`config.mk`:
```
export PLATFORM = sky130hd
export DESIGN_NAME = ctb_tx_buffers
export DESIGN_NICKNAME = d
export VERILOG_FILES = /design/src/logic/ctb_pkg.sv /design/src/logic/ctb_tx_buffers.sv
export SDC_FILE = /design/constraint.sdc
export NUM_CORES = 2
export LEC_CHECK = 0
export ABC_CLOCK_PERIOD_IN_PS = 3300
export BUFFER_PORTS_ARGS = -buffer_cell sky130_fd_sc_hd__buf_4
export CAP_MARGIN = 10
export CORE_ASPECT_RATIO = 0.75
export CORE_MARGIN = 5
export CORE_UTILIZATION = 47
export CTS_CLUSTER_DIAMETER = 200
export CTS_CLUSTER_SIZE = 24
export DETAILED_ROUTE_END_ITERATION = 8
export SYNTH_ARGS = -nofsm -noshare
export SYNTH_HDL_FRONTEND = slang
export SYNTH_SLANG_ARGS = --single-unit
```
`constraint.sdc`:
```
create_clock -name clk -period 3.3 [get_ports clk]
set_input_delay 0.99 -clock clk [delete_from_list [all_inputs] [get_ports clk]]
set_output_delay 0.99 -clock clk [all_outputs]
set_load 0.005 [all_outputs]
```
`src/logic/ctb_pkg.sv`:
```
// constants shared by the transmit buffer controller
package ctb_pkg;
	// ---------------------------------------------------------------
	// register byte offsets (per-buffer arrays are 16 words each)
	// ---------------------------------------------------------------
	localparam logic [8:0] OFS_CTRL = 9'h000; // txbuf_control[0..15]
	localparam logic [8:0] OFS_STAT = 9'h040; // txbuf_status[0..15]
	localparam logic [8:0] OFS_ID = 9'h080; // txbuf_identifier_reg[0..15]
	localparam logic [8:0] OFS_PTR = 9'h0c0; // txbuf_pointer_reg[0..15]
	localparam logic [8:0] OFS_DATA = 9'h100; // txbuf_payload_reg[0..15]
	localparam logic [8:0] OFS_CHAN = 9'h140; // channel_control
	localparam logic [8:0] OFS_IE = 9'h144; // tx_complete_irq_enable_reg
	localparam logic [8:0] OFS_HIST = 9'h148; // history_config
	localparam logic [8:0] OFS_REQ_SUM = 9'h14c; // tx_request_summary
	localparam logic [8:0] OFS_ABT_SUM = 9'h150; // tx_abort_request_summary
	localparam logic [8:0] OFS_CMP_SUM = 9'h154; // tx_complete_summary
	// ---------------------------------------------------------------
	// field positions
	// ---------------------------------------------------------------
	localparam int CTRL_REQ = 0; // tx_request_bit
	localparam int CTRL_ABT = 1; // tx_abort_request_bit
	localparam int CTRL_OS = 2; // one_shot_bit
	localparam int STAT_PEND = 0; // tx_request_pending
	localparam int STAT_RES = 1; // tx_result_code low bit, two bits
	localparam int ID_HIST = 29; // history_store_bit
	localparam int PTR_DLC = 28; // length code low bit, four bits
	localparam int CHAN_MODE = 0; // mode low bit, two bits
	localparam int CHAN_AIE = 2; // abort_irq_enable
	localparam int HIST_DE = 0; // history_data_enable
	localparam int HIST_EN = 1; // history_enable
	// ---------------------------------------------------------------
	// encodings and reset values
	// ---------------------------------------------------------------
	localparam logic [1:0] RES_NONE = 2'h0;
	localparam logic [1:0] RES_ABORT = 2'h1;
	localparam logic [1:0] RES_OK = 2'h2;
	localparam logic [1:0] RES_OK_ABT = 2'h3;
	localparam logic [1:0] MODE_RESET = 2'h0;
	localparam logic [1:0] MODE_COMM = 2'h1;
	localparam logic [1:0] MODE_STBY = 2'h2;
	localparam logic [1:0] MODE_RST_VAL = MODE_RESET;
	typedef enum logic [1:0] {
		ST_IDLE = 2'h0,
		ST_OFFER = 2'h1,
		ST_BUSY = 2'h3
	} ctb_st_t;
endpackage : ctb_pkg

```
`src/logic/ctb_tx_buffers.sv`:
```
// transmit buffer array with request, abort and one-shot control
//
// Behaviour
// - sixteen transmit buffers per channel, any usage
// - zeroed control leaves buffer flags untouched
// - request bit set sends the stored frame
// - success gives code 10, or 11 if aborting
// - per-buffer completion interrupt enable bit
// - data label valid only when history enabled
// - arbitration loss retries, one-shot aborts instead
// - in-flight or offered abort waits loss/error, others immediate
// - abort done gives code 01, clears pending
// - success despite abort request reports code 11
// - code 11 raises completion, not abort interrupt
// - one-shot loss or error reports 01, no retry
//
// The placing of the registers and strobed register access were chosen for this implementation.
`timescale 1ns/1ns
module ctb_tx_buffers #(
	parameter int NB = 16 // buffers on this channel
) (
	input wire logic clk,
	input wire logic rst_n,
	input wire logic [8:0] addr_i,
	input wire logic [31:0] wdata_i,
	input wire logic wr_i,
	input wire logic rd_i,
	output logic [31:0] rdata_o,
	input wire logic eng_start_i, // engine took the offered frame
	input wire logic eng_ok_i, // frame sent without loss or error
	input wire logic eng_arb_lost_i, // arbitration lost
	input wire logic eng_error_i, // bus error during frame
	output logic tx_valid_o,
	output logic [3:0] tx_buf_o,
	output logic [28:0] tx_id_o,
	output logic [3:0] tx_dlc_o,
	output logic [31:0] tx_payload_o,
	output logic [15:0] tx_label_o,
	output logic tx_hist_o,
	output logic tx_one_shot_o,
	output logic irq_complete_o,
	output logic irq_abort_o
);
	// ---------------------------------------------------------------
	// elaboration check and state
	// ---------------------------------------------------------------
	// address map leaves room for sixteen slots per array
	if (NB < 1 || NB > 16) begin : g_bad_nb
		$error("NB must be 1 to 16");
	end
	localparam logic [4:0] NB_W = 5'(NB);

	typedef struct packed {
		logic [NB-1:0] req; // tx_request_bit, also pending flag
		logic [NB-1:0] abt; // tx_abort_request_bit
		logic [NB-1:0] os; // one_shot_bit
		logic [NB-1:0][1:0] res; // tx_result_code
		logic [NB-1:0][28:0] id; // frame_identifier
		logic [NB-1:0] hst; // history_store_bit
		logic [NB-1:0][31:0] ptr; // length code and data label
		logic [NB-1:0][31:0] pay; // payload word
		logic [NB-1:0] ie; // tx_complete_irq_enable
		logic [1:0] mode; // channel mode
		logic aie; // abort_irq_enable
		logic hde; // history_data_enable
		logic hen; // history_enable
		ctb_pkg::ctb_st_t st; // scheduler state
		logic [3:0] cur; // buffer offered or in flight
		logic [31:0] rdata;
		logic tx_valid;
		logic [28:0] tx_id;
		logic [3:0] tx_dlc;
		logic [31:0] tx_pay;
		logic [15:0] tx_label;
		logic tx_hist;
		logic tx_os;
		logic irq_c;
		logic irq_a;
	} ctb_state_t;

	ctb_state_t s_r; // all registered state
	ctb_state_t s_nxt; // next value
	logic [3:0] widx; // buffer slot addressed
	logic idx_ok; // slot exists
	logic mode_ok; // communication or standby mode
	logic [3:0] sel; // lowest ready buffer
	logic any_rdy; // some buffer may be offered

	assign widx = addr_i[5:2];
	assign idx_ok = {1'b0, widx} < NB_W;
	assign mode_ok = s_r.mode == ctb_pkg::MODE_COMM || s_r.mode == ctb_pkg::MODE_STBY;

	// ---------------------------------------------------------------
	// next-state logic
	// ---------------------------------------------------------------
	always_comb begin
		s_nxt = s_r;
		s_nxt.rdata = '0;
		s_nxt.irq_c = 1'b0;
		s_nxt.irq_a = 1'b0;
		sel = '0;
		any_rdy = 1'b0;
		// register writes; hardware updates below override them
		if (wr_i && idx_ok && addr_i[8:6] == ctb_pkg::OFS_CTRL[8:6]) begin
			// control ignored outside communication/standby mode
			if (mode_ok) begin
				if (wdata_i[ctb_pkg::CTRL_REQ] && !s_r.req[widx]
						&& s_r.res[widx] == ctb_pkg::RES_NONE) begin
					s_nxt.req[widx] = 1'b1;
					s_nxt.os[widx] = wdata_i[ctb_pkg::CTRL_OS];
				end
				// abort only sticks on a pending buffer
				if (wdata_i[ctb_pkg::CTRL_ABT] && s_r.req[widx]) begin
					s_nxt.abt[widx] = 1'b1;
				end
			end
		end else if (wr_i && idx_ok && addr_i[8:6] == ctb_pkg::OFS_STAT[8:6]) begin
			// only a write of 00 clears the result code
			if (mode_ok && wdata_i[ctb_pkg::STAT_RES +: 2] == ctb_pkg::RES_NONE) begin
				s_nxt.res[widx] = ctb_pkg::RES_NONE;
			end
		end else if (wr_i && idx_ok && addr_i[8:6] == ctb_pkg::OFS_ID[8:6]) begin
			s_nxt.id[widx] = wdata_i[28:0];
			s_nxt.hst[widx] = wdata_i[ctb_pkg::ID_HIST];
		end else if (wr_i && idx_ok && addr_i[8:6] == ctb_pkg::OFS_PTR[8:6]) begin
			s_nxt.ptr[widx] = wdata_i;
		end else if (wr_i && idx_ok && addr_i[8:6] == ctb_pkg::OFS_DATA[8:6]) begin
			s_nxt.pay[widx] = wdata_i;
		end else if (wr_i && addr_i == ctb_pkg::OFS_CHAN) begin
			s_nxt.mode = wdata_i[ctb_pkg::CHAN_MODE +: 2];
			s_nxt.aie = wdata_i[ctb_pkg::CHAN_AIE];
		end else if (wr_i && addr_i == ctb_pkg::OFS_IE) begin
			s_nxt.ie = wdata_i[NB-1:0];
		end else if (wr_i && addr_i == ctb_pkg::OFS_HIST) begin
			s_nxt.hde = wdata_i[ctb_pkg::HIST_DE];
			s_nxt.hen = wdata_i[ctb_pkg::HIST_EN];
		end
		// register reads, data stands one cycle only
		if (rd_i && idx_ok && addr_i[8:6] == ctb_pkg::OFS_CTRL[8:6]) begin
			s_nxt.rdata = {29'h0, s_r.os[widx], s_r.abt[widx], s_r.req[widx]};
		end else if (rd_i && idx_ok && addr_i[8:6] == ctb_pkg::OFS_STAT[8:6]) begin
			s_nxt.rdata = {29'h0, s_r.res[widx], s_r.req[widx]};
		end else if (rd_i && idx_ok && addr_i[8:6] == ctb_pkg::OFS_ID[8:6]) begin
			s_nxt.rdata = {2'h0, s_r.hst[widx], s_r.id[widx]};
		end else if (rd_i && idx_ok && addr_i[8:6] == ctb_pkg::OFS_PTR[8:6]) begin
			s_nxt.rdata = s_r.ptr[widx];
		end else if (rd_i && idx_ok && addr_i[8:6] == ctb_pkg::OFS_DATA[8:6]) begin
			s_nxt.rdata = s_r.pay[widx];
		end else if (rd_i && addr_i == ctb_pkg::OFS_CHAN) begin
			s_nxt.rdata = {29'h0, s_r.aie, s_r.mode};
		end else if (rd_i && addr_i == ctb_pkg::OFS_IE) begin
			s_nxt.rdata = 32'(s_r.ie);
		end else if (rd_i && addr_i == ctb_pkg::OFS_HIST) begin
			s_nxt.rdata = {30'h0, s_r.hen, s_r.hde};
		end else if (rd_i && addr_i == ctb_pkg::OFS_REQ_SUM) begin
			s_nxt.rdata = 32'(s_r.req);
		end else if (rd_i && addr_i == ctb_pkg::OFS_ABT_SUM) begin
			s_nxt.rdata = 32'(s_r.abt);
		end else if (rd_i && addr_i == ctb_pkg::OFS_CMP_SUM) begin
			for (int i = 0; i < NB; i++) begin
				s_nxt.rdata[i] = s_r.res[i][1];
			end
		end
		// lowest index wins; aborting buffers are never offered
		for (int i = NB - 1; i >= 0; i--) begin
			if (s_r.req[i] && !s_r.abt[i]) begin
				sel = 4'(i);
				any_rdy = 1'b1;
			end
		end
		// scheduler
		case (s_r.st)
			ctb_pkg::ST_IDLE: begin
				// a zeroed control never raises req, so such a buffer stays quiet
				if (any_rdy && s_r.mode == ctb_pkg::MODE_COMM) begin
					s_nxt.st = ctb_pkg::ST_OFFER;
					s_nxt.cur = sel;
					s_nxt.tx_valid = 1'b1;
					s_nxt.tx_id = s_r.id[sel];
					s_nxt.tx_dlc = s_r.ptr[sel][ctb_pkg::PTR_DLC +: 4];
					s_nxt.tx_pay = s_r.pay[sel];
					s_nxt.tx_hist = s_r.hst[sel] & s_r.hde & s_r.hen;
					s_nxt.tx_label = (s_r.hst[sel] & s_r.hde & s_r.hen) ?
						s_r.ptr[sel][15:0] : 16'h0;
					s_nxt.tx_os = s_r.os[sel];
				end
			end
			ctb_pkg::ST_OFFER: begin
				// the chosen-next frame keeps its abort until it ends
				if (eng_start_i) begin
					s_nxt.st = ctb_pkg::ST_BUSY;
					s_nxt.tx_valid = 1'b0;
				end
			end
			ctb_pkg::ST_BUSY: begin
				if (eng_ok_i) begin
					// success wins over a late abort request
					s_nxt.res[s_r.cur] = s_r.abt[s_r.cur] ?
						ctb_pkg::RES_OK_ABT : ctb_pkg::RES_OK;
					s_nxt.req[s_r.cur] = 1'b0;
					s_nxt.abt[s_r.cur] = 1'b0;
					s_nxt.os[s_r.cur] = 1'b0;
					s_nxt.irq_c = s_r.ie[s_r.cur];
					s_nxt.st = ctb_pkg::ST_IDLE;
				end else if (eng_arb_lost_i || eng_error_i) begin
					s_nxt.st = ctb_pkg::ST_IDLE;
					// normal frames stay pending and are re-offered
					if (s_r.abt[s_r.cur] || s_r.os[s_r.cur]) begin
						s_nxt.res[s_r.cur] = ctb_pkg::RES_ABORT;
						s_nxt.req[s_r.cur] = 1'b0;
						s_nxt.abt[s_r.cur] = 1'b0;
						s_nxt.os[s_r.cur] = 1'b0;
						s_nxt.irq_a = s_r.aie;
					end
				end
			end
			default: begin
				s_nxt.st = ctb_pkg::ST_IDLE;
			end
		endcase
		// buffers neither offered nor on the bus abort at once
		for (int i = 0; i < NB; i++) begin
			if (s_r.req[i] && s_r.abt[i]
					&& !(s_r.st != ctb_pkg::ST_IDLE && s_r.cur == 4'(i))) begin
				s_nxt.res[i] = ctb_pkg::RES_ABORT;
				s_nxt.req[i] = 1'b0;
				s_nxt.abt[i] = 1'b0;
				s_nxt.os[i] = 1'b0;
				s_nxt.irq_a = s_r.aie;
			end
		end
	end

	// ---------------------------------------------------------------
	// state register
	// ---------------------------------------------------------------
	always_ff @(posedge clk) begin
		if (!rst_n) begin
			s_r <= '0;
			s_r.mode <= ctb_pkg::MODE_RST_VAL;
		end else begin
			s_r <= s_nxt;
		end
	end

	assign rdata_o = s_r.rdata;
	assign tx_valid_o = s_r.tx_valid;
	assign tx_buf_o = s_r.cur;
	assign tx_id_o = s_r.tx_id;
	assign tx_dlc_o = s_r.tx_dlc;
	assign tx_payload_o = s_r.tx_pay;
	assign tx_label_o = s_r.tx_label;
	assign tx_hist_o = s_r.tx_hist;
	assign tx_one_shot_o = s_r.tx_os;
	assign irq_complete_o = s_r.irq_c;
	assign irq_abort_o = s_r.irq_a;

	logic busy_ok; // frame in flight ended well
	logic busy_bad; // frame in flight lost or failed
	assign busy_ok = s_r.st == ctb_pkg::ST_BUSY && eng_ok_i;
	assign busy_bad = s_r.st == ctb_pkg::ST_BUSY && !eng_ok_i
		&& (eng_arb_lost_i || eng_error_i);
endmodule : ctb_tx_buffers

```
# Yosys cells after proc, flatten, opt, wreduce, memory -nomap -nowiden
# Cells that the tools add are included.
[word_totals]
regBits = 1729
output_inout_bits = 122
input_bits = 49
[classes]
n_reduce_logical = 161
n_eq_ne = 32
muxes = 164
n_lt_le_gt_ge = 5
n_bitwise = 21
[ops]
columns = ["cell", "n"]
rows = [
  ["1557-bit two-way mux", 1],
  ["1525-bit two-way mux", 1],
  ["1045-bit two-way mux", 1],
  ["512-bit bitwise mux", 2],
  ["512-bit two-way mux", 2],
  ["533-bit two-way mux", 1],
  ["32-bit binary-select mux with 4-bit select", 4],
  ["480-bit two-way mux", 1],
  ["464-bit bitwise mux", 1],
  ["80-bit two-way mux", 4],
  ["32-bit two-way mux", 9],
  ["29-bit binary-select mux with 4-bit select", 2],
  ["16-bit two-way mux", 12],
  ["32-bit demux with 4-bit select", 1],
  ["29-bit demux with 4-bit select", 1],
  ["48-bit two-way mux", 2],
  ["1-bit logical AND", 90],
  ["29-bit two-way mux", 3],
  ["84-bit two-way mux", 1],
  ["1-bit two-way mux", 65],
  ["16-bit bitwise AND", 4],
  ["4-bit two-way mux", 16],
  ["9-bit equality test (second input constant)", 6],
  ["16-bit bitwise OR", 3],
  ["47 further kinds", 150],
]

# Depth between registers and ports, before layout
[depth]
depth_word = 25
mapped_depth = 13

# Worst setup path after synthesis
# Ideal clock, no wire load.
[synth_timing]
path_type = "input to register"
from = "in addr_i[2]"
to = "reg s_r, in the netlist rdata_o[2]"
n_path_buf = 4
t_required_ns = 3.185
arrival_ns = 3.390
stages = 9
setup_ns = 0.115
path_slack_ns = -0.204
cell_sequence = "buf_4 buf_6 buf_1 buf_2 mux4_2 mux4_2 a22oi_1 nor2_1 o21a_1"
[synth_via]
elab_chain_len = 13
[synth_rtl]
columns = ["element", "line", "source"]
rows = [
  ["from (decl)", "ctb_tx_buffers.sv:24", "input wire logic [8:0] addr_i,"],
  ["9-bit equality test", "ctb_tx_buffers.sv:159", "end else if (rd_i && addr_i == ctb_pkg::OFS_CMP_SUM) begin"],
  ["1-bit logical AND", "ctb_tx_buffers.sv:159", ""],
  ["16-bit two-way mux", "ctb_tx_buffers.sv:159", ""],
  ["16-bit two-way mux", "ctb_tx_buffers.sv:157", "end else if (rd_i && addr_i == ctb_pkg::OFS_ABT_SUM) begin"],
  ["16-bit two-way mux", "ctb_tx_buffers.sv:155", "end else if (rd_i && addr_i == ctb_pkg::OFS_REQ_SUM) begin"],
  ["16-bit two-way mux", "ctb_tx_buffers.sv:153", "end else if (rd_i && addr_i == ctb_pkg::OFS_HIST) begin"],
  ["16-bit two-way mux", "ctb_tx_buffers.sv:151", "end else if (rd_i && addr_i == ctb_pkg::OFS_IE) begin"],
  ["16-bit two-way mux", "ctb_tx_buffers.sv:149", "end else if (rd_i && addr_i == ctb_pkg::OFS_CHAN) begin"],
  ["32-bit two-way mux", "ctb_tx_buffers.sv:147", "end else if (rd_i && idx_ok && addr_i[8:6] == ctb_pkg::OFS_DATA[8:6]) begin"],
  ["32-bit two-way mux", "ctb_tx_buffers.sv:145", "end else if (rd_i && idx_ok && addr_i[8:6] == ctb_pkg::OFS_PTR[8:6]) begin"],
  ["30-bit two-way mux", "ctb_tx_buffers.sv:143", "end else if (rd_i && idx_ok && addr_i[8:6] == ctb_pkg::OFS_ID[8:6]) begin"],
  ["3-bit two-way mux", "ctb_tx_buffers.sv:141", "end else if (rd_i && idx_ok && addr_i[8:6] == ctb_pkg::OFS_STAT[8:6]) begin"],
  ["3-bit two-way mux *", "ctb_tx_buffers.sv:139", "if (rd_i && idx_ok && addr_i[8:6] == ctb_pkg::OFS_CTRL[8:6]) begin"],
  ["to (signal assigned)", "ctb_tx_buffers.sv:242", "s_r <= s_nxt;"],
  ["to (decl)", "ctb_tx_buffers.sv:81", "ctb_state_t s_r;"],
]
# Every way passes the cells marked *; elsewhere a longest branch is shown, timed or not. The select of a mux whose other input is x is not followed.
# A chain may end at the register's enable or synchronous reset.

# Worst setup path in the final report
[layout_timing]
from = "reg s_r[1706] (netlist bit)"
to = "reg s_r, in the netlist tx_label_o[9]"
[layout_via]
elab_chain_len = 17
[layout_rtl]
columns = ["element", "line", "source"]
rows = [
  ["1-bit zero test *", "ctb_tx_buffers.sv:166", "if (s_r.req[i] && !s_r.abt[i]) begin"],
  ["1-bit logical AND *", "ctb_tx_buffers.sv:166", ""],
  ["4-bit two-way mux (10 in a row)", "ctb_tx_buffers.sv:166", ""],
  ["1-bit binary-select mux with 4-bit select", "ctb_tx_buffers.sv:183", "s_nxt.tx_label = (s_r.hst[sel] & s_r.hde & s_r.hen) ?"],
  ["1-bit two-way mux (not written as such)", "ctb_tx_buffers.sv:183", ""],
  ["1-bit bitwise AND (2 in a row)", "ctb_tx_buffers.sv:183", ""],
  ["16-bit two-way mux", "ctb_tx_buffers.sv:183", ""],
]
# Marked as above.

==> results.py <==
metrics = {
    "timing": {
        "relSlewSlack": 0.304,
        "fin_crit_ns": 3.26,
        "setup_tns_ns": 0,
        "drv_slew": 0,
        "worst_pin_slew_ns": 1.04,
        "skew_ns": 0.0460,
        "period_share": 0.987,
        "holdWs_ns": 0.465,
        "final.setup.worst_slack_ns": 0.0414,
        "hold_viol": 0,
        "max_clock_freq_mhz": 307,
        "setup_violations": 0,
        "rsz0062_at_grt": "false",
    },
    "drt": {
        "drc": 0,
        "ant_nets": 0,
        "wire_per_inst_um": 30.6,
        "drtIter0Drc": 11700,
        "drt-total-wl_mm": 374,
        "drtPass1Iterations": 7,
        "dr_total_vias": 78700,
        "viasPerCell": 6.43,
    },
    "worst_setup_path": {
        "crit_required_ns": 4.01,
        "worstSetupStartpointType": "register",
        "cp.arrival_ns": 3.97,
        "crit_type": "reg -> reg",
        "endpoint_kind": "register",
        "cp_max_fo": 20,
    },
    "die": {
        "io_pins": 171,
        "die_w_um": 511,
        "dieArea_mm2": 0.197,
        "rows": 137,
        "core_mm2": 0.186,
        "initial_utilization": 0.474,
        "die_y_um": 385,
    },
    "global_route": {
        "grt_util_all_layers": 0.370,
        "grt_pass1_wl_mm": 534,
        "grt_pass1_vias": 74500,
        "grt-ovfl-total": 0,
        "grt_max_degree": 138,
        "antenna_found_initial": 30,
    },
    "hold_path": {
        "min_path_type": "reg -> reg",
    },
    "clock_tree": {
        "numCtsBuffers": 82,
        "clkTransAtPathRegs_ns": 0.10,
        "cts-root-buf": "clkbuf_16",
        "cts.path.max_buffers": 3,
        "clkSinkCount": 1729,
        "cts-htree-levels": 3,
        "post_cts_resized": 0,
        "post_cts_buffers": 0,
        "clock_latency_ns": 0.78,
        "ctsHoldBuffers": 0,
        "cts_tree": "done",
    },
    "place": {
        "globalplace.congestion": 0.972,
        "dpl_worst_slack_ns": -0.206,
        "dp_hpwl_mm": 225,
        "placedCellCount": 12100,
        "port_buffers": 170,
    },
    "yosys": {
        "yosysWarningCount": 0,
        "ys_types": 59,
        "synth-seq-cells": 1729,
        "synth_ff_type": "dfxtp_1",
        "synth_area_per_cell_um2": 8.92,
        "synth-edff-count": 0,
        "syn-cell-area_mm2": 0.0883,
        "synthArstFlopShare": 0,
        "postSynthCellCount": 9901,
        "yosysSeqAreaShare": 0.392,
        "syn_nets": 9951,
    },
    "pwr": {
        "leakage_nw": 33.6,
        "ir_drop_mv": 0.370,
        "power_density_mw_per_mm2": 359,
    },
    "cells_and_area": {
        "syn_to_final_growth_pct": 11.3,
        "fin_util": 0.527,
        "finalNonFillerCells": 12200,
        "drive_above_1_share": 0.170,
        "nets": 9754,
    },
    "flow_run": {
        "max-cap-violations": 0,
    },
    "outcome": {
        "run_status": "complete, no violations",
    },
}
==> stage by stage <==
step / instance area, um^2 / total power, mW
2_1_floorplan: 88400 / 22.8
3_3_place_gp: 96000 / 23.7
3_5_place_dp: 96000 / 23.7
4_1_cts: 98200 / 35.3
5_1_grt: 98300 / 36.2
6_report: 98300 / 35.3
==> Yosys cell counts (all sizes together) (16+ instances only) <==
cell | n | area, um^2
a32oi | 18 | 158
a221oi | 19 | 166
a21boi | 1505 | 11300
buf | 382 | 2230
nor3 | 39 | 200
mux2i | 353 | 3530
a32o | 16 | 160
o21ai | 112 | 561
nand3 | 33 | 175
o21a | 18 | 135
a31oi | 67 | 419
dfxtp | 1729 | 34600
mux4 | 642 | 14500
o221ai | 17 | 149
clkbuf | 688 | 2580
a21o | 19 | 143
o22ai | 164 | 1030
nor2b | 44 | 283
a211oi | 69 | 518
nand2b | 37 | 231
a21oi | 97 | 489
nor2 | 430 | 1620
nand2 | 3302 | 12400
==> cell type report <==
| type | instances | area (um^2) |
|---|---|---|
| clock buffers | 86 | 2130 |
| diodes | 17 | 42.5 |
| fillers | 16800 | 88100 |
| multi-input cells | 7089 | 49500 |
| inverters | 13 | 48.8 |
| flip-flops and latches | 1729 | 34600 |
| repair buffers | 789 | 8750 |
| well taps | 2502 | 3130 |
| clock inverters | 5 | 93.8 |
==> worst max-delay path, stage by stage, from the launching register on <==
cell      delay [ns]
dfxtp_1         0.34
nand2b_1        0.33
nand2_1         0.13
nor4b_1         0.41
or2_2           0.32
buf_12          0.25
nor2_4          0.09
nand2_1         0.16
buf_12          0.23
o22ai_1         0.10
nor3_1          0.43
buf_4           0.21
a32o_1          0.15
==> worst paths after layout <==
path / from / end / slack, ns / cells after the start
max: s_r[1706] / tx_label_o[9] / 0.04 / 12
min reg2reg: register / register / 0.47 / 2
max reg2reg: s_r[1706] / tx_label_o[9] / 0.04 / 12
min: register / register / 0.47 / 2
==> cells by family after synthesis <==
family / synth area share
and+or+nand+nor: 0.172
DFF: 0.392
buffers and inverters: 0.0550
muxes: 0.204
AOI/OAI and AO/OA: 0.177
adders and majority gates: 0.000142
==> per-layer routing <==
layer,track usage,vias up,part of all wire
li1,-,33600,-
met1,0.510,38700,0.40
met2,0.542,5305,0.42
met3,0.0987,1086,0.13
met4,0.169,8,0.055
met5,0.00273,-,0.00030
==> cells in the final DEF, fill, tap and decap left out, types with 6 or more instances in the layout <==
master and instances:
a221oi_1 19, a32o_1 16, buf_12 223, a211oi_1 67, nor3_1 33, nor3_2 6
nor4_1 6, a21oi_1 96, nand3_1 28, mux4_2 642, inv_1 13, a22oi_1 15
nor2_1 378, o21ai_0 107, o22ai_1 164, a32oi_1 18, a21boi_0 1505, o21a_1 18
nand2_2 48, nand2_1 3252, clkbuf_16 85, buf_4 561, o221ai_1 17, dfxtp_1 1728
mux2i_1 353, a31oi_1 67, nor2_4 50, a21o_1 18, nor2b_1 43, diode_2 17
a222oi_1 14, nand2b_1 36
==> power by group <==
| group | total, mW | internal (mW) | switching (mW) |
|---|---|---|---|
| logic | 2.37 | 0.857 | 1.52 |
| clock network | 12.0 | 4.68 | 7.33 |
| registers | 20.9 | 20.9 | 0.0333 |
| total | 35.3 | 26.4 | 8.88 |
Note: power is estimated with default switching activity, not from simulation.
